$ cat config.mk
export PLATFORM = sky130hd
export DESIGN_NAME = tcc_top
export DESIGN_NICKNAME = d
export VERILOG_FILES = /design/src/hdl/tcc_pkg.sv /design/src/hdl/tcc_top.sv /design/src/hdl/tcc_input_filter.sv /design/src/hdl/tcc_compare_chan.sv
export SDC_FILE = /design/constraint.sdc
export NUM_CORES = 1
export LEC_CHECK = 0
export BUFFER_PORTS_ARGS = -buffer_cell sky130_fd_sc_hd__buf_2
export CORE_ASPECT_RATIO = 0.5
export CORE_MARGIN = 5
export CORE_UTILIZATION = 50
export CTS_BUF_LIST = sky130_fd_sc_hd__clkbuf_8
export CTS_CLUSTER_DIAMETER = 30
export DETAILED_ROUTE_END_ITERATION = 10
export GPL_ROUTABILITY_DRIVEN = 0
export PLACE_DENSITY_LB_ADDON = 0.25
export RECOVER_POWER = 25
export REMOVE_ABC_BUFFERS = 1
export SYNTH_ARGS = -nofsm -noshare
export SYNTH_HDL_FRONTEND = slang
export SYNTH_HIERARCHICAL = 1
export SYNTH_SLANG_ARGS = --single-unit
$ cat constraint.sdc
create_clock -name aclk -period 9.45 [get_ports aclk]
set_clock_uncertainty 0.2 [all_clocks]
set_input_delay 2.3625 -clock aclk [delete_from_list [all_inputs] [get_ports aclk]]
set_output_delay 2.3625 -clock aclk [all_outputs]
set_load 0.05 [all_outputs]
$ cat src/hdl/tcc_pkg.sv
// Package for the 16-bit timer capture/compare block.
// Assumes a 32-bit AXI4-Lite slave, one clock, byte-wide 16-bit access.
package tcc_pkg;
  // ****************************************
  // Register byte addresses
  // ****************************************
  localparam logic [7:0] TCC_ADDR_CTRL_A = 8'h00;
  localparam logic [7:0] TCC_ADDR_CTRL_B = 8'h04;
  localparam logic [7:0] TCC_ADDR_MASK = 8'h08;
  localparam logic [7:0] TCC_ADDR_FLAG = 8'h0C;
  localparam logic [7:0] TCC_ADDR_CNT_L = 8'h10;
  localparam logic [7:0] TCC_ADDR_CNT_H = 8'h14;
  localparam logic [7:0] TCC_ADDR_CAP_L = 8'h18;
  localparam logic [7:0] TCC_ADDR_CAP_H = 8'h1C;
  localparam logic [7:0] TCC_ADDR_CMPA_L = 8'h20;
  localparam logic [7:0] TCC_ADDR_CMPA_H = 8'h24;
  localparam logic [7:0] TCC_ADDR_CMPB_L = 8'h28;
  localparam logic [7:0] TCC_ADDR_CMPB_H = 8'h2C;
  localparam logic [7:0] TCC_ADDR_ACMP = 8'h30;
  localparam logic [7:0] TCC_ADDR_PIN = 8'h34;
  // ****************************************
  // Field positions
  // ****************************************
  localparam int TCC_A_COMB_LSB = 4;
  localparam int TCC_A_COMA_LSB = 6;
  localparam int TCC_A_WGM_LSB = 0;
  localparam int TCC_B_CS_LSB = 0;
  localparam int TCC_B_WGMH_LSB = 3;
  localparam int TCC_B_EDGE = 6;
  localparam int TCC_B_NOISE = 7;
  localparam int TCC_F_CMPA = 1;
  localparam int TCC_F_CMPB = 2;
  localparam int TCC_F_CAP = 5;
  localparam int TCC_ACMP_SEL = 2;
  localparam int TCC_PIN_DRIVE = 0;
  localparam int TCC_PIN_OUTEN = 1;
  // ****************************************
  // Reset values and timing
  // ****************************************
  localparam logic [7:0] TCC_RST_BYTE = 8'h00;
  localparam logic [15:0] TCC_RST_WORD = 16'h0000;
  localparam int TCC_FILT_SAMPLES = 4;
  localparam logic [1:0] TCC_RESP_OKAY = 2'h0;
  localparam logic [1:0] TCC_RESP_SLVERR = 2'h2;
  // Waveform modes that take top from the capture register
  localparam logic [3:0] TCC_WGM_CAPTOP_A = 4'hC;
  localparam logic [3:0] TCC_WGM_CAPTOP_B = 4'hE;
  localparam logic [3:0] TCC_WGM_CAPTOP_C = 4'h8;
  localparam logic [3:0] TCC_WGM_CAPTOP_D = 4'hA;
endpackage : tcc_pkg

$ cat src/hdl/tcc_top.sv
// Top of the timer capture/compare block with its AXI4-Lite slave.
// Assumes software does 16-bit access via the shared temporary byte.
//
// Behaviour
// - high byte first, low write loads both
// - low read latches high; compare bypasses
// - source switch may capture; clear flag
// - shared synchroniser and edge detector
// - filter adds four cycles delay
// - capture input off in capture-top modes
// - driven port pin can trigger capture
// - filter changes after four agreeing samples
// - filter enabled by control bit
// - filter on undivided system clock
// - new capture always overwrites value
// - write one clears capture flag
// - per-channel continuous equality compare
// - match sets flag next timer tick
// - enabled flag raises interrupt request
// - flag clears on service or write
// - waveform output by mode fields
//
// Local design decisions: the register addresses and the AXI4-Lite register port.
`timescale 1ns/1ps
module tcc_top (
  // Clock and reset
  input wire logic aclk,
  input wire logic aresetn,
  // AXI4-Lite write address
  input wire logic [7:0] s_axi_awaddr,
  input wire logic s_axi_awvalid,
  output logic s_axi_awready,
  // AXI4-Lite write data
  input wire logic [31:0] s_axi_wdata,
  input wire logic [3:0] s_axi_wstrb,
  input wire logic s_axi_wvalid,
  output logic s_axi_wready,
  // AXI4-Lite write response
  output logic [1:0] s_axi_bresp,
  output logic s_axi_bvalid,
  input wire logic s_axi_bready,
  // AXI4-Lite read address
  input wire logic [7:0] s_axi_araddr,
  input wire logic s_axi_arvalid,
  output logic s_axi_arready,
  // AXI4-Lite read data
  output logic [31:0] s_axi_rdata,
  output logic [1:0] s_axi_rresp,
  output logic s_axi_rvalid,
  input wire logic s_axi_rready,
  // Capture sources
  input wire logic capture_pin_in,
  input wire logic comparator_out,
  output logic capture_pin_out,
  output logic capture_pin_oe,
  // Interrupt service acknowledges
  input wire logic cmp_a_ack,
  input wire logic cmp_b_ack,
  input wire logic cap_ack,
  // Requests and waveforms
  output logic cmp_a_irq,
  output logic cmp_b_irq,
  output logic cap_irq,
  output logic wave_a,
  output logic wave_b
);
  typedef enum logic [1:0] {TCC_W_IDLE, TCC_W_RESP} tcc_wstate_t;

  logic [7:0] ctrl_a_q, ctrl_b_q, mask_q, acmp_q, pin_q, temp_q, awaddr_q, wdata_q, rd_byte;
  logic [15:0] timer_count_q, capture_value_q, cmp_a_q, cmp_b_q, top_val;
  logic cap_flag_q, cmpa_flag_q, cmpb_flag_q, tick, cap_top, cap_edge, match_a, match_b;
  logic [9:0] presc_q;
  logic [3:0] wave_mode_sel;
  logic cap_src, cap_sync1_q, cap_sync2_q, acmp_sync1_q, acmp_sync2_q;
  logic aw_have_q, w_have_q, wr_fire, rd_fire, rd_ok, wr_ok;
  tcc_wstate_t wstate_q;

  // Byte write decode used in several processes
  function automatic logic wr_hit(input logic [7:0] a, input logic [7:0] target);
    wr_hit = (a == target);
  endfunction : wr_hit

  // ****************************************
  // Timer base
  // ****************************************
  assign wave_mode_sel = {ctrl_b_q[tcc_pkg::TCC_B_WGMH_LSB+1 -: 2],
                          ctrl_a_q[tcc_pkg::TCC_A_WGM_LSB+1 -: 2]};
  assign cap_top = (wave_mode_sel == tcc_pkg::TCC_WGM_CAPTOP_A)
                 | (wave_mode_sel == tcc_pkg::TCC_WGM_CAPTOP_B)
                 | (wave_mode_sel == tcc_pkg::TCC_WGM_CAPTOP_C)
                 | (wave_mode_sel == tcc_pkg::TCC_WGM_CAPTOP_D);
  assign top_val = cap_top ? capture_value_q : ((wave_mode_sel == 4'h4) ? cmp_a_q : 16'hFFFF);

  // Prescaler tick; the counter and both compare channels see it, the filter does not
  always_ff @(posedge aclk) begin
    if (!aresetn) begin
      presc_q <= 10'h000;
    end else begin
      presc_q <= presc_q + 10'h001;
    end
  end

  always_comb begin
    case (ctrl_b_q[2:0])
      3'h1: tick = 1'b1;
      3'h2: tick = (presc_q[2:0] == 3'h7);
      3'h3: tick = (presc_q[5:0] == 6'h3F);
      3'h4: tick = (presc_q[7:0] == 8'hFF);
      3'h5: tick = (presc_q == 10'h3FF);
      default: tick = 1'b0;
    endcase
  end

  // ****************************************
  // Capture source synchronisers
  // ****************************************
  // pin reads back the port drive when driven
  assign cap_src = acmp_q[tcc_pkg::TCC_ACMP_SEL] ? acmp_sync2_q : cap_sync2_q;

  always_ff @(posedge aclk) begin
    if (!aresetn) begin
      cap_sync1_q <= 1'b0;
      cap_sync2_q <= 1'b0;
      acmp_sync1_q <= 1'b0;
      acmp_sync2_q <= 1'b0;
    end else begin
      cap_sync1_q <= capture_pin_in;
      cap_sync2_q <= cap_sync1_q;
      acmp_sync1_q <= comparator_out;
      acmp_sync2_q <= acmp_sync1_q;
    end
  end

  // same filter and edge path for both sources
  tcc_input_filter u_filter (
    .aclk(aclk),
    .aresetn(aresetn),
    .enable(~cap_top),
    .filter_on(ctrl_b_q[tcc_pkg::TCC_B_NOISE]),
    .rising_sel(ctrl_b_q[tcc_pkg::TCC_B_EDGE]),
    .raw_in(cap_src),
    .edge_pulse(cap_edge)
  );

  // ****************************************
  // Compare channels
  // ****************************************
  tcc_compare_chan u_cmp_a (
    .aclk(aclk),
    .aresetn(aresetn),
    .tick(tick),
    .count(timer_count_q),
    .compare(cmp_a_q),
    .at_bottom(timer_count_q == 16'h0000),
    .wave_mode(wave_mode_sel),
    .out_mode(ctrl_a_q[tcc_pkg::TCC_A_COMA_LSB+1 -: 2]),
    .match_pulse(match_a),
    .wave_out(wave_a)
  );

  tcc_compare_chan u_cmp_b (
    .aclk(aclk),
    .aresetn(aresetn),
    .tick(tick),
    .count(timer_count_q),
    .compare(cmp_b_q),
    .at_bottom(timer_count_q == 16'h0000),
    .wave_mode(wave_mode_sel),
    .out_mode(ctrl_a_q[tcc_pkg::TCC_A_COMB_LSB+1 -: 2]),
    .match_pulse(match_b),
    .wave_out(wave_b)
  );

  // ****************************************
  // AXI4-Lite write channel
  // ****************************************
  assign wr_fire = aw_have_q & w_have_q & (wstate_q == TCC_W_IDLE);

  always_ff @(posedge aclk) begin
    if (!aresetn) begin
      aw_have_q <= 1'b0;
      w_have_q <= 1'b0;
      awaddr_q <= tcc_pkg::TCC_RST_BYTE;
      wdata_q <= tcc_pkg::TCC_RST_BYTE;
      s_axi_awready <= 1'b0;
      s_axi_wready <= 1'b0;
      s_axi_bvalid <= 1'b0;
      s_axi_bresp <= tcc_pkg::TCC_RESP_OKAY;
      wstate_q <= TCC_W_IDLE;
    end else begin
      s_axi_awready <= ~aw_have_q & ~s_axi_awready & (wstate_q == TCC_W_IDLE);
      s_axi_wready <= ~w_have_q & ~s_axi_wready & (wstate_q == TCC_W_IDLE);
      if (s_axi_awvalid & s_axi_awready) begin
        aw_have_q <= 1'b1;
        awaddr_q <= s_axi_awaddr;
      end
      if (s_axi_wvalid & s_axi_wready) begin
        w_have_q <= 1'b1;
        wdata_q <= s_axi_wstrb[0] ? s_axi_wdata[7:0] : 8'h00;
      end
      case (wstate_q)
        TCC_W_IDLE: begin
          if (wr_fire) begin
            aw_have_q <= 1'b0;
            w_have_q <= 1'b0;
            s_axi_bvalid <= 1'b1;
            s_axi_bresp <= wr_ok ? tcc_pkg::TCC_RESP_OKAY : tcc_pkg::TCC_RESP_SLVERR;
            wstate_q <= TCC_W_RESP;
          end
        end
        TCC_W_RESP: begin
          if (s_axi_bready) begin
            s_axi_bvalid <= 1'b0;
            wstate_q <= TCC_W_IDLE;
          end
        end
        default: wstate_q <= TCC_W_IDLE;
      endcase
    end
  end

  assign wr_ok = (awaddr_q[1:0] == 2'h0) & (awaddr_q <= tcc_pkg::TCC_ADDR_PIN);

  // ****************************************
  // Control registers
  // ****************************************
  always_ff @(posedge aclk) begin
    if (!aresetn) begin
      ctrl_a_q <= tcc_pkg::TCC_RST_BYTE;
      ctrl_b_q <= tcc_pkg::TCC_RST_BYTE;
      mask_q <= tcc_pkg::TCC_RST_BYTE;
      acmp_q <= tcc_pkg::TCC_RST_BYTE;
      pin_q <= tcc_pkg::TCC_RST_BYTE;
    end else if (wr_fire) begin
      // filter enable lives in control B
      if (wr_hit(awaddr_q, tcc_pkg::TCC_ADDR_CTRL_A)) ctrl_a_q <= wdata_q;
      if (wr_hit(awaddr_q, tcc_pkg::TCC_ADDR_CTRL_B)) ctrl_b_q <= wdata_q;
      if (wr_hit(awaddr_q, tcc_pkg::TCC_ADDR_MASK)) mask_q <= wdata_q;
      if (wr_hit(awaddr_q, tcc_pkg::TCC_ADDR_ACMP)) acmp_q <= wdata_q;
      if (wr_hit(awaddr_q, tcc_pkg::TCC_ADDR_PIN)) pin_q <= wdata_q;
    end
  end

  always_ff @(posedge aclk) begin
    if (!aresetn) begin
      capture_pin_out <= 1'b0;
      capture_pin_oe <= 1'b0;
    end else begin
      capture_pin_out <= pin_q[tcc_pkg::TCC_PIN_DRIVE];
      capture_pin_oe <= pin_q[tcc_pkg::TCC_PIN_OUTEN];
    end
  end

  // ****************************************
  // Temporary byte and 16-bit registers
  // ****************************************
  // high byte parked; low read latches high
  always_ff @(posedge aclk) begin
    if (!aresetn) begin
      temp_q <= tcc_pkg::TCC_RST_BYTE;
    end else if (wr_fire & (wr_hit(awaddr_q, tcc_pkg::TCC_ADDR_CNT_H)
                 | wr_hit(awaddr_q, tcc_pkg::TCC_ADDR_CAP_H)
                 | wr_hit(awaddr_q, tcc_pkg::TCC_ADDR_CMPA_H)
                 | wr_hit(awaddr_q, tcc_pkg::TCC_ADDR_CMPB_H))) begin
      temp_q <= wdata_q;
    end else if (rd_fire & (s_axi_araddr == tcc_pkg::TCC_ADDR_CNT_L)) begin
      temp_q <= timer_count_q[15:8];
    end else if (rd_fire & (s_axi_araddr == tcc_pkg::TCC_ADDR_CAP_L)) begin
      temp_q <= capture_value_q[15:8];
    end
  end

  // Counter: software load wins over counting
  always_ff @(posedge aclk) begin
    if (!aresetn) begin
      timer_count_q <= tcc_pkg::TCC_RST_WORD;
    end else if (wr_fire & wr_hit(awaddr_q, tcc_pkg::TCC_ADDR_CNT_L)) begin
      timer_count_q <= {temp_q, wdata_q};
    end else if (tick) begin
      timer_count_q <= (timer_count_q >= top_val) ? 16'h0000 : timer_count_q + 16'h0001;
    end
  end

  always_ff @(posedge aclk) begin
    if (!aresetn) begin
      capture_value_q <= tcc_pkg::TCC_RST_WORD;
    end else if (cap_edge) begin
      capture_value_q <= timer_count_q;
    end else if (wr_fire & wr_hit(awaddr_q, tcc_pkg::TCC_ADDR_CAP_L) & cap_top) begin
      capture_value_q <= {temp_q, wdata_q};
    end
  end

  always_ff @(posedge aclk) begin
    if (!aresetn) begin
      cmp_a_q <= tcc_pkg::TCC_RST_WORD;
      cmp_b_q <= tcc_pkg::TCC_RST_WORD;
    end else if (wr_fire) begin
      if (wr_hit(awaddr_q, tcc_pkg::TCC_ADDR_CMPA_L)) cmp_a_q <= {temp_q, wdata_q};
      if (wr_hit(awaddr_q, tcc_pkg::TCC_ADDR_CMPB_L)) cmp_b_q <= {temp_q, wdata_q};
    end
  end

  // ****************************************
  // Flags and requests
  // ****************************************
  // write-one clears; set wins over clear
  always_ff @(posedge aclk) begin
    if (!aresetn) begin
      cap_flag_q <= 1'b0;
      cmpa_flag_q <= 1'b0;
      cmpb_flag_q <= 1'b0;
    end else begin
      // flag with the capture; spurious edges flagged too
      if (cap_edge) begin
        cap_flag_q <= 1'b1;
      end else if (cap_ack | (wr_fire & wr_hit(awaddr_q, tcc_pkg::TCC_ADDR_FLAG)
                   & wdata_q[tcc_pkg::TCC_F_CAP])) begin
        cap_flag_q <= 1'b0;
      end
      // flag on the tick after the match
      if (match_a) begin
        cmpa_flag_q <= 1'b1;
      end else if (cmp_a_ack | (wr_fire & wr_hit(awaddr_q, tcc_pkg::TCC_ADDR_FLAG)
                   & wdata_q[tcc_pkg::TCC_F_CMPA])) begin
        cmpa_flag_q <= 1'b0;
      end
      if (match_b) begin
        cmpb_flag_q <= 1'b1;
      end else if (cmp_b_ack | (wr_fire & wr_hit(awaddr_q, tcc_pkg::TCC_ADDR_FLAG)
                   & wdata_q[tcc_pkg::TCC_F_CMPB])) begin
        cmpb_flag_q <= 1'b0;
      end
    end
  end

  always_ff @(posedge aclk) begin
    if (!aresetn) begin
      cmp_a_irq <= 1'b0;
      cmp_b_irq <= 1'b0;
      cap_irq <= 1'b0;
    end else begin
      cmp_a_irq <= cmpa_flag_q & mask_q[tcc_pkg::TCC_F_CMPA];
      cmp_b_irq <= cmpb_flag_q & mask_q[tcc_pkg::TCC_F_CMPB];
      cap_irq <= cap_flag_q & mask_q[tcc_pkg::TCC_F_CAP];
    end
  end

  // ****************************************
  // AXI4-Lite read channel
  // ****************************************
  assign rd_fire = s_axi_arvalid & s_axi_arready;

  always_comb begin
    rd_ok = 1'b1;
    case (s_axi_araddr)
      tcc_pkg::TCC_ADDR_CTRL_A: rd_byte = ctrl_a_q;
      tcc_pkg::TCC_ADDR_CTRL_B: rd_byte = ctrl_b_q;
      tcc_pkg::TCC_ADDR_MASK: rd_byte = mask_q;
      tcc_pkg::TCC_ADDR_FLAG: rd_byte = {2'b00, cap_flag_q, 2'b00, cmpb_flag_q, cmpa_flag_q, 1'b0};
      tcc_pkg::TCC_ADDR_CNT_L: rd_byte = timer_count_q[7:0];
      tcc_pkg::TCC_ADDR_CNT_H: rd_byte = temp_q;
      tcc_pkg::TCC_ADDR_CAP_L: rd_byte = capture_value_q[7:0];
      tcc_pkg::TCC_ADDR_CAP_H: rd_byte = temp_q;
      tcc_pkg::TCC_ADDR_CMPA_L: rd_byte = cmp_a_q[7:0];
      tcc_pkg::TCC_ADDR_CMPA_H: rd_byte = cmp_a_q[15:8];
      tcc_pkg::TCC_ADDR_CMPB_L: rd_byte = cmp_b_q[7:0];
      tcc_pkg::TCC_ADDR_CMPB_H: rd_byte = cmp_b_q[15:8];
      tcc_pkg::TCC_ADDR_ACMP: rd_byte = acmp_q;
      tcc_pkg::TCC_ADDR_PIN: rd_byte = {pin_q[7:1], cap_sync2_q};
      default: begin
        rd_byte = 8'h00;
        rd_ok = 1'b0;
      end
    endcase
  end

  always_ff @(posedge aclk) begin
    if (!aresetn) begin
      s_axi_arready <= 1'b0;
      s_axi_rvalid <= 1'b0;
      s_axi_rdata <= 32'h00000000;
      s_axi_rresp <= tcc_pkg::TCC_RESP_OKAY;
    end else begin
      s_axi_arready <= ~s_axi_arready & ~s_axi_rvalid & ~s_axi_arvalid ? 1'b0
                     : ~s_axi_arready & ~s_axi_rvalid;
      if (rd_fire) begin
        s_axi_rvalid <= 1'b1;
        s_axi_rdata <= {24'h000000, rd_byte};
        s_axi_rresp <= rd_ok ? tcc_pkg::TCC_RESP_OKAY : tcc_pkg::TCC_RESP_SLVERR;
      end else if (s_axi_rvalid & s_axi_rready) begin
        s_axi_rvalid <= 1'b0;
      end
    end
  end
endmodule : tcc_top

$ cat src/hdl/tcc_input_filter.sv
// Input conditioning for the capture path: synchroniser, filter, edge.
// Assumes inputs from outside the clock domain; filter runs on aclk.
`timescale 1ns/1ps
module tcc_input_filter (
  // Clock and reset
  input wire logic aclk,
  input wire logic aresetn,
  // Control
  input wire logic enable,
  input wire logic filter_on,
  input wire logic rising_sel,
  // Signal
  input wire logic raw_in,
  output logic edge_pulse
);
  logic sync1_q;
  logic sync2_q;
  logic [2:0] hist_q;
  logic filt_q;
  logic prev_q;
  logic level;

  // ****************************************
  // Two-stage synchroniser
  // ****************************************
  // shared sampling stage
  always_ff @(posedge aclk) begin
    if (!aresetn) begin
      sync1_q <= 1'b0;
      sync2_q <= 1'b0;
    end else begin
      sync1_q <= raw_in;
      sync2_q <= sync1_q;
    end
  end

  // ****************************************
  // Noise filter
  // ****************************************
  // four agreeing samples; on system clock, no prescaler
  always_ff @(posedge aclk) begin
    if (!aresetn) begin
      hist_q <= 3'h0;
      filt_q <= 1'b0;
    end else begin
      // Current sample counts as the fourth, so the delay is exactly four
      hist_q <= {hist_q[1:0], sync2_q};
      if ({hist_q, sync2_q} == 4'hF) begin
        filt_q <= 1'b1;
      end else if ({hist_q, sync2_q} == 4'h0) begin
        filt_q <= 1'b0;
      end
    end
  end

  // filter adds four cycles; bypass when off
  assign level = filter_on ? filt_q : sync2_q;

  // ****************************************
  // Edge detector
  // ****************************************
  // single edge detector; gated by mode
  always_ff @(posedge aclk) begin
    if (!aresetn) begin
      prev_q <= 1'b0;
      edge_pulse <= 1'b0;
    end else begin
      prev_q <= level;
      edge_pulse <= enable & (rising_sel ? (level & ~prev_q) : (~level & prev_q));
    end
  end
endmodule : tcc_input_filter

$ cat src/hdl/tcc_compare_chan.sv
// One compare channel: equality match and waveform output.
// Assumes counter and compare value on the same clock.
`timescale 1ns/1ps
module tcc_compare_chan (
  // Clock and reset
  input wire logic aclk,
  input wire logic aresetn,
  // Timer state
  input wire logic tick,
  input wire logic [15:0] count,
  input wire logic [15:0] compare,
  input wire logic at_bottom,
  // Mode
  input wire logic [3:0] wave_mode,
  input wire logic [1:0] out_mode,
  // Results
  output logic match_pulse,
  output logic wave_out
);
  logic match;

  assign match = (count == compare);

  // flag event on the next timer tick
  always_ff @(posedge aclk) begin
    if (!aresetn) begin
      match_pulse <= 1'b0;
    end else begin
      match_pulse <= tick & match;
    end
  end

  // ****************************************
  // Waveform output
  // ****************************************
  // output by mode fields; PWM modes with out_mode[1] set load ~out_mode[0] at bottom
  always_ff @(posedge aclk) begin
    if (!aresetn) begin
      wave_out <= 1'b0;
    end else if (tick) begin
      if (wave_mode == 4'h0 || wave_mode == 4'h4 || wave_mode == 4'hC) begin
        if (match) begin
          case (out_mode)
            2'h1: wave_out <= ~wave_out;
            2'h2: wave_out <= 1'b0;
            2'h3: wave_out <= 1'b1;
            default: wave_out <= wave_out;
          endcase
        end
      end else if (out_mode[1]) begin
        // Simplified PWM: invert on match, restore at bottom
        if (match) begin
          wave_out <= out_mode[0];
        end else if (at_bottom) begin
          wave_out <= ~out_mode[0];
        end
      end
    end
  end
endmodule : tcc_compare_chan

---- Yosys cells after proc, flatten, opt, wreduce, memory -nomap -nowiden ----
Cells that the tools add are included.
cells by class
  order comparisons ....................... 2
  reduce and logical (&&, ||, !) cells .... 37
  bitwise logic cells ..................... 55
  $add $sub $neg .......................... 2
  muxes and demuxes ....................... 53
  equal/unequal tests ..................... 56
operators by type and width
  cell                                                 count
  2-to-1 mux 16 bit                                    7
  one-hot mux 8 bit (13 select lines)                  1
  equality test 8 x 6 -> 1 bit, second input constant  12
  equality test 8 x 5 -> 1 bit, second input constant  8
  equality test 16 bit                                 2
  equality test 8 x 4 -> 1 bit, second input constant  4
  2-to-1 mux 1 bit                                     32
  2-to-1 mux 8 bit                                     4
  bitwise AND 1 bit                                    31
  nonzero test 2 bit                                   12
  equality test 4 bit, second input constant           5
  AND reduction 2 bit                                  9
  adder 16 x 1 -> 16 bit, second input constant        1
  equality test 8 x 3 -> 1 bit, second input constant  2
  greater-or-equal comparator 16 bit                   1
  logical NOT 16 bit                                   1
  logical NOT 8 bit                                    2
  NOT 1 bit                                            15
  OR reduction 14 bit                                  1
  adder 10 x 1 -> 10 bit, second input constant        1
  equality test 10 bit, second input constant          1
  AND reduction 5 bit                                  2
  equality test 3 bit, second input constant           3
  OR 1 bit                                             9
  other kinds (23)                                     39
storage, ports and cells
  register bits ........................... 183

---- Depth between registers and ports, before layout ----
Gate-level depths: netlist of run 1.
  depth after elaboration ................. 9
  gate-level depth with buffers ........... 12
  gate-level depth less buffers ........... 10

---- Hierarchy ----
Netlist of run 1, hierarchy kept.
modules (own cells, without submodules)
  module            area each (sq um)  times used  seq. area each (sq um)  cells each
  tcc_top           8,583.2            1           3,343.2                 1,010
  tcc_compare_chan  334.1              2           40.0                    38
  tcc_input_filter  257.7              1           160.2                   22

---- Worst setup path after synthesis of run 1 ----
OpenSTA, ideal clock, no wires.
  path type ............................... input -> register
  from .................................... input port s_axi_araddr[5]
  to ...................................... register temp_q[6]
  buffers on the path ..................... 2
  arrival time ............................ 3.818 ns
  cell stages on the path ................. 8
  setup slack ............................. 5.374 ns
  cell sequence ........................... buf_2 > and2b_1 > nand2_1 > nor4_4 > buf_2 > nor2_1 > a211oi_1 > a21o_1
on the way
  longest elaborated chain between the ends .. 4
  elaborated cells on any way between the ends .. 7
  classes of those cells .................. 2 x eq/ne; 2 x mux; 2 x bitwise; 1 x reduce/logical
RTL lines
  what                          line            source
  start: declaration            tcc_top.sv:43   input wire logic [7:0] s_axi_araddr,
  equality test 8 x 5 -> 1 bit  tcc_top.sv:266  end else if (rd_fire & (s_axi_araddr == tcc_pkg::TCC_ADDR_CNT_L)) begin
  bitwise AND 1 bit             tcc_top.sv:266
  2-to-1 mux 8 bit              tcc_top.sv:266
  2-to-1 mux 8 bit              tcc_top.sv:261  end else if (wr_fire & (wr_hit(awaddr_q, tcc_pkg::TCC_ADDR_CNT_H)
  end signal: assignment        tcc_top.sv:260  temp_q <= tcc_pkg::TCC_RST_BYTE;
  end signal: assignment        tcc_top.sv:265  temp_q <= wdata_q;
  end signal: assignment        tcc_top.sv:267  temp_q <= timer_count_q[15:8];
  end: declaration              tcc_top.sv:69   logic [7:0] ctrl_a_q, ctrl_b_q, mask_q, acmp_q, pin_q, temp_q, awaddr_q, wdata_q, rd_byte;
Several ways; a longest one is shown, not always the timed one.
A chain may end at the register's enable or synchronous reset.

==> results of run 1 <==
[layout by cell type, fill, tap and decap left out, types with 9 or more instances in the layout]
cell type,n
nand2_1,131
a22o_1,12
dfxtp_1,179
mux2i_1,79
a21o_1,9
a22oi_1,22
and2_1,17
o22ai_1,15
nor3_1,16
inv_1,12
xnor2_1,36
conb_1,26
nand4_1,18
ha_1,20
nor2_1,93
and3_1,11
clkbuf_8,18
o21ai_0,23
nand2b_1,13
nand3_1,45
buf_2,57
nor2b_1,11
a211oi_1,26
a21oi_1,85
[power groups by stage]
| stage | Sequential (mW) | Combinational (mW) | Clock, mW |
|---|---|---|---|
| after floorplan | 0.794 | 0.0621 | 0 |
| after global placement | 0.794 | 0.100 | 0 |
| after detailed placement | 0.794 | 0.102 | 0 |
| after CTS | 0.777 | 0.102 | 0.528 |
| after global routing | 0.779 | 0.110 | 0.562 |
| final | 0.778 | 0.103 | 0.528 |
[cells by family after synthesis]
logic type,Yosys count,share of synthesized area (%)
and+or+nand+nor,411,21.8
AOI/OAI and AO/OA,253,18.1
DFF,179,37.7
buffers and inverters,113,6.01
muxes,89,9.86
xor gates and xnor gates,42,3.87
adders and majority gates,20,2.63
other,1,0.0394
[worst paths after layout]
check / start / cells after the start / slack, ps / end
setup reg to reg: ctrl_a_q[0] / 9 / 5560 / timer_count_q[14]
setup / recovery: aresetn / 4 / 4120 / temp_q[1]
hold reg to reg: acmp_sync1_q / 1 / 250 / acmp_sync2_q
hold / removal: acmp_sync1_q / 1 / 250 / acmp_sync2_q
[registers in the layout, summed over array words and instances (netlist names), 10 cells and up]
register         cells
presc_q             10
cmp_a_q             16
cmp_b_q             16
timer_count_q       16
capture_value_q     16
[layout make-up]
cell class                      count  area [sq um]
Fill cell                        1738          8400
Sequential cell                   179          3580
Timing Repair Buffer               62           319
Multi-Input combinational cell    841          5450
Tap cell                          259           324
Inverter                           13          51.3
Clock inverter                     14           146
Clock buffer                       18           248
[critical path: stages]
cell,delay (ps)
clkbuf_1,1150
inv_4,560
nor4b_2,1220
a21o_1,230
[metal layers]
layer  global-route usage, %  vias to the layer above
li1                        -                     3946
met1                    35.8                     4071
met2                    39.2                      471
met3                    7.19                       65
met4                    8.07                        0
met5                       0                        -
==> reports/results.txt, run 1 <==
status = finished, violations left
failing checks = max-capacitance violations, max-slew violations
Mean Syn Cell Area = 8.58 sq um
met1 wire length = 12300 um
clk sinks = 179
final instance count without filler cells = 1386
setup violators final = 0
Routed WL = 28500 um
DR vias = 8553
Finished Core Util = 54.7%
Worst Path Arrival = 5550 ps
Switching Share = 29.8%
logic gate share of total power = 7.3%
GRT Util Overall = 25.9%
post-layout minimum cycle time = 5330 ps
mapped cell area = 9510 sq um
RSZ-0062 raised after global routing = no
CP max FO = 53
Antenna Nets Post-Route = 0
pre-CTS WS = 4480 ps
synth cell count leaders = dfxtp_1, nand2_1, nor2_1, a21oi_1, mux2i_1
FP Rows = 35
Post-synth ARST share = 0%
Max Clk Rate = 188 MHz
die area = 22000 sq um
MaxCap Viol Count = 1
diode count = 0
post-synth cell types = 77
number of I/O pins = 112
largest net degree at the start of global routing = 84
DR WL met3 = 3180 um
sequential power share = 55.2%
Power Density = 139 nW/um^2
setup TNS = 0 ps
clock network power share = 37.5%
Clock Path Buffers = 2
Synth Warn # = 6
Area Growth Syn to Fin = 6.49%
Crit. End Element = flop
FF+latch count, synth = 179
hold_ws = 246 ps
setup bufs post-CTS = 0
Worst EP required = 9670 ps
drt pass-1 iters = 5
period utilisation layout = 56.4%
gr ovfl total = 0
die width = 205 um
Post-route DRC = 0
Port-buffer cells = 58
Top FF cell, synth = dfxtp_1
Post-synth EDFFs = 0
CTS Buf Count = 17
DP HPWL = 20000 um
core area = 18500 sq um
share of the synthesized area in the top cell type = 37.7%
clock latency on the worst-skew pair = 490 ps
H-tree levels = 4
cell-internal power = 0.989 mW
fin area = 10100 sq um
pins over their slew limit = 37
share of layout cells above drive strength 1 = 11.7%
DR iter-0 viols = 1088
Tot Pwr = 1.41 mW
clk root buf = clkbuf_8
Worst Hold Class = flop to flop
drt wl/cell = 20.5 um
worst vdd ir = 94.0 uV
Seq/Total Area, Yosys = 37.7%
hold_buf cts = 0
Setup Crit Path Kind = primary input to flop
CP startpoint kind = primary input
Post-DP Area = 9730 sq um
final hold violations = 0
most frequent cell after synthesis = dfxtp_1
post-CTS sizing = 0
Synth area leaders = dfxtp_1, mux2i_1, nand2_1
initial antenna violation count = 0
Synth Instances = 1108
worst-margin pin slew = 1630 ps
Clk pin slew, worst setup/hold paths = 110 ps
Die Y = 108 um
first-pass GRT wire length = 44600 um
Pleak = 3.76 nW
fin nets = 1198
Vias per Instance = 6.17
Placed Cells = 1354
Initial Util = 51.3%
TritonCTS clock tree = yes
cell accounting for the most synthesized area = dfxtp_1
uppermost layer routed = met4
Worst Slack Setup Final = 4120 ps
max_slew headroom = -8.45%
Net Sw Power = 0.420 mW
vias in the first global route = 8140
DR WL met2 = 12200 um
Power figures use the tool's default switching activity.
==> run 2, diff against run 1 <==
Settings changed: ABC_AREA set to 1.
Clock period 9.45 ns to 5.05 ns, I/O delays scaled along.
==> run 2 against run 1 <==
The flow still finishes with violations (max-capacitance violations, max-slew violations). Clock power up 86%. Sequential power up 86%. Power up 88%. Worst setup slack worse by 3200 ps. Design area up 6.0%. Hold slack worse by 28 ps. Largest cell class unchanged. Largest power group unchanged.
==> reports/results.txt, run 2 <==
Initial Util = 51.4% (was 51.3%)
clock network power share = 37.0% (was 37.5%)
commonest non-fill, non-tap cell in the layout = nand2_1 (was dfxtp_1)
post-synth cell types = 49 (was 77)
fin nets = 1628 (was 1198)
FP Rows = 36 (was 35)
CTS Buf Count = 17 (unchanged)
sequential cell area = 3580 sq um (unchanged)
setup bufs post-CTS = 0 (unchanged)
met1 wire length = 13900 um (was 12300 um)
DR iter-0 viols = 1164 (was 1088)
Post-route DRC = 0 (unchanged)
cell accounting for the most synthesized area = dfxtp_1 (unchanged)
mapped cell area = 10100 sq um (was 9510 sq um)
Worst Hold Class = flop to flop (unchanged)
die area = 23300 sq um (was 22000 sq um)
Power Density = 247 nW/um^2 (was 139 nW/um^2)
drt wl/cell = 16.8 um (was 20.5 um)
status = finished, violations left (unchanged)
Worst Path Arrival = 4400 ps (was 5550 ps)
share of layout cells above drive strength 1 = 11.8% (was 11.7%)
most frequent cell after synthesis = nand2_1 (was dfxtp_1)
cell-internal power = 1.86 mW (was 0.989 mW)
Synth Instances = 1521 (was 1108)
WHS Path Cells = 2 (was 1)
Clock Path Buffers = 2 (unchanged)
Min-Delay Endpoint = u_filter/sync2_q (was acmp_sync2_q)
Switching Share = 30.1% (was 29.8%)
post-CTS sizing = 0 (unchanged)
initial antenna violation count = 0 (unchanged)
Worst EP required = 5290 ps (was 9670 ps)
synth cell count leaders = nand2_1, dfxtp_1, inv_1, nor2_1, a21oi_1 (was dfxtp_1, nand2_1, nor2_1, a21oi_1, mux2i_1)
Synth Warn # = 6 (unchanged)
H-tree levels = 4 (unchanged)
DR WL met3 = 3250 um (was 3180 um)
worst-margin pin slew = 2170 ps (was 1630 ps)
Net Sw Power = 0.800 mW (was 0.420 mW)
Post-DP Area = 10400 sq um (was 9730 sq um)
Setup Crit Path Kind = primary input to flop (unchanged)
Clk pin slew, worst setup/hold paths = 100 ps (was 110 ps)
TritonCTS clock tree = yes (unchanged)
Port-buffer cells = 58 (unchanged)
Placed Cells = 1791 (was 1354)
die width = 211 um (was 205 um)
setup violators final = 0 (unchanged)
clk root buf = clkbuf_8 (unchanged)
clock latency on the worst-skew pair = 500 ps (was 490 ps)
first-pass GRT wire length = 48500 um (was 44600 um)
final hold violations = 0 (unchanged)
max_slew headroom = -44.7% (was -8.45%)
Max Clk Rate = 240 MHz
Post-synth EDFFs = 0 (unchanged)
Area Growth Syn to Fin = 6.29% (was 6.49%)
logic gate share of total power = 8.3% (was 7.3%)
sequential power share = 54.8% (was 55.2%)
Synth area leaders = dfxtp_1, nand2_1, inv_1 (was dfxtp_1, mux2i_1, nand2_1)
Routed WL = 30700 um (was 28500 um)
core area = 19600 sq um (was 18500 sq um)
diode count = 0 (unchanged)
Top FF cell, synth = dfxtp_1 (unchanged)
DP HPWL = 22100 um (was 20000 um)
FF+latch count, synth = 179 (unchanged)
Mean Syn Cell Area = 6.64 sq um (was 8.58 sq um)
failing checks = max-capacitance violations, max-slew violations (unchanged)
DR vias = 10000 (was 8553)
Post-synth ARST share = 0% (unchanged)
Worst R2R Start = ctrl_b_q[4] (was ctrl_a_q[0])
DR WL met2 = 13000 um (was 12200 um)
post-layout minimum cycle time = 4160 ps
Crit. End Element = flop (unchanged)
fin area = 10700 sq um (was 10100 sq um)
Vias per Instance = 5.51 (was 6.17)
GRT Util Overall = 25.8% (was 25.9%)
final instance count without filler cells = 1823 (was 1386)
Worst R2R End = timer_count_q[11] (was timer_count_q[14])
Hold Startpoint = u_filter/sync1_q (was acmp_sync1_q)
most frequent cells in the layout = nand2_1, dfxtp_1, inv_1 (was dfxtp_1, nand2_1, nor2_1)
RSZ-0062 raised after global routing = no (unchanged)
period utilisation layout = 82.3%
Seq/Total Area, Yosys = 35.5% (was 37.7%)
clk sinks = 179 (unchanged)
MaxCap Viol Count = 1 (unchanged)
largest net degree at the start of global routing = 69 (was 84)
setup TNS = 0 ps (unchanged)
Pleak = 4.80 nW (was 3.76 nW)
Antenna Nets Post-Route = 0 (unchanged)
CP max FO = 54 (was 53)
r2r setup slk = 1400 ps (was 5560 ps)
worst vdd ir = 183 uV (was 94.0 uV)
share of the synthesized area in the top cell type = 35.5% (was 37.7%)
vias in the first global route = 9032 (was 8140)
hold_buf cts = 0 (unchanged)
pins over their slew limit = 55 (was 37)
Worst R2R Path Depth = 13 (was 9)
uppermost layer routed = met4 (unchanged)
gr ovfl total = 0 (unchanged)
Die Y = 110 um (was 108 um)
drt pass-1 iters = 5 (unchanged)
Filler Cells Inserted = 1979 (was 1738)
area of the multi-input gates = 5310 sq um (was 5450 sq um)
number of I/O pins = 112 (unchanged)
CP startpoint kind = primary input (unchanged)
-- run 2: cell type report --
| class | count | area share [%] |
|---|---|---|
| clock buffer | 18 | 2.31 |
| clock inverter | 14 | 1.26 |
| inverter | 211 | 7.40 |
| multi-input combinational | 1071 | 49.4 |
| sequential | 179 | 33.4 |
| tap | 266 | 3.10 |
| timing repair buffer | 64 | 3.11 |
-- run 2: kinds of logic after synthesis --
family	share of synthesized area [%]
xor gates and xnor gates	0.954
and+or+nand+nor	30.9
adders and majority gates	2.48
other	0.0371
DFF	35.5
AOI/OAI and AO/OA	17.1
muxes	0.112
buffers and inverters	12.9
-- run 2: metrics by stage --
step / worst slack (ps) / total power, mW / hold WS, ps / utilization (%)
after CTS: 1480 / 2.66 / 219 / 54.7
after global routing: 613 / 2.74 / 234 / 54.7
after global placement: 1640 / 1.70 / 189 / 52.7
after detailed placement: 1520 / 1.70 / 200 / 52.7
final: 892 / 2.66 / 218 / 54.7
after floorplan: 2090 / 1.62 / 186 / -
-- run 2: worst max-delay path by stage --
stage,start,endpoint,cells after the start
6_report,aresetn,presc_q[4],5
5_1_grt,aresetn,wdata_q[7],4
4_1_cts,ctrl_b_q[4],timer_count_q[11],13
3_5_place_dp,ctrl_b_q[4],timer_count_q[11],13
3_3_place_gp,ctrl_b_q[4],timer_count_q[0],13
2_1_floorplan,s_axi_araddr[0],s_axi_rdata[0],9
-- run 2: per-layer routing --
metal	up-vias	global-route usage [%]
met5	-	0
met4	0	6.52
met1	4625	37.7
met3	55	5.89
li1	4888	-
met2	476	38.4
-- run 2: power groups by stage --
stage / Clock (mW) / Sequential, mW / Combinational (mW)
6_report: 0.981 / 1.45 / 0.220
2_1_floorplan: 0 / 1.49 / 0.132
5_1_grt: 1.05 / 1.46 / 0.237
3_5_place_dp: 0 / 1.49 / 0.216
3_3_place_gp: 0 / 1.49 / 0.212
4_1_cts: 0.991 / 1.45 / 0.217
-- run 2: critical path: stages --
cell and delay, ps:
clkbuf_1 1520, inv_2 770, buf_4 520, a21oi_1 170, o21a_1 120
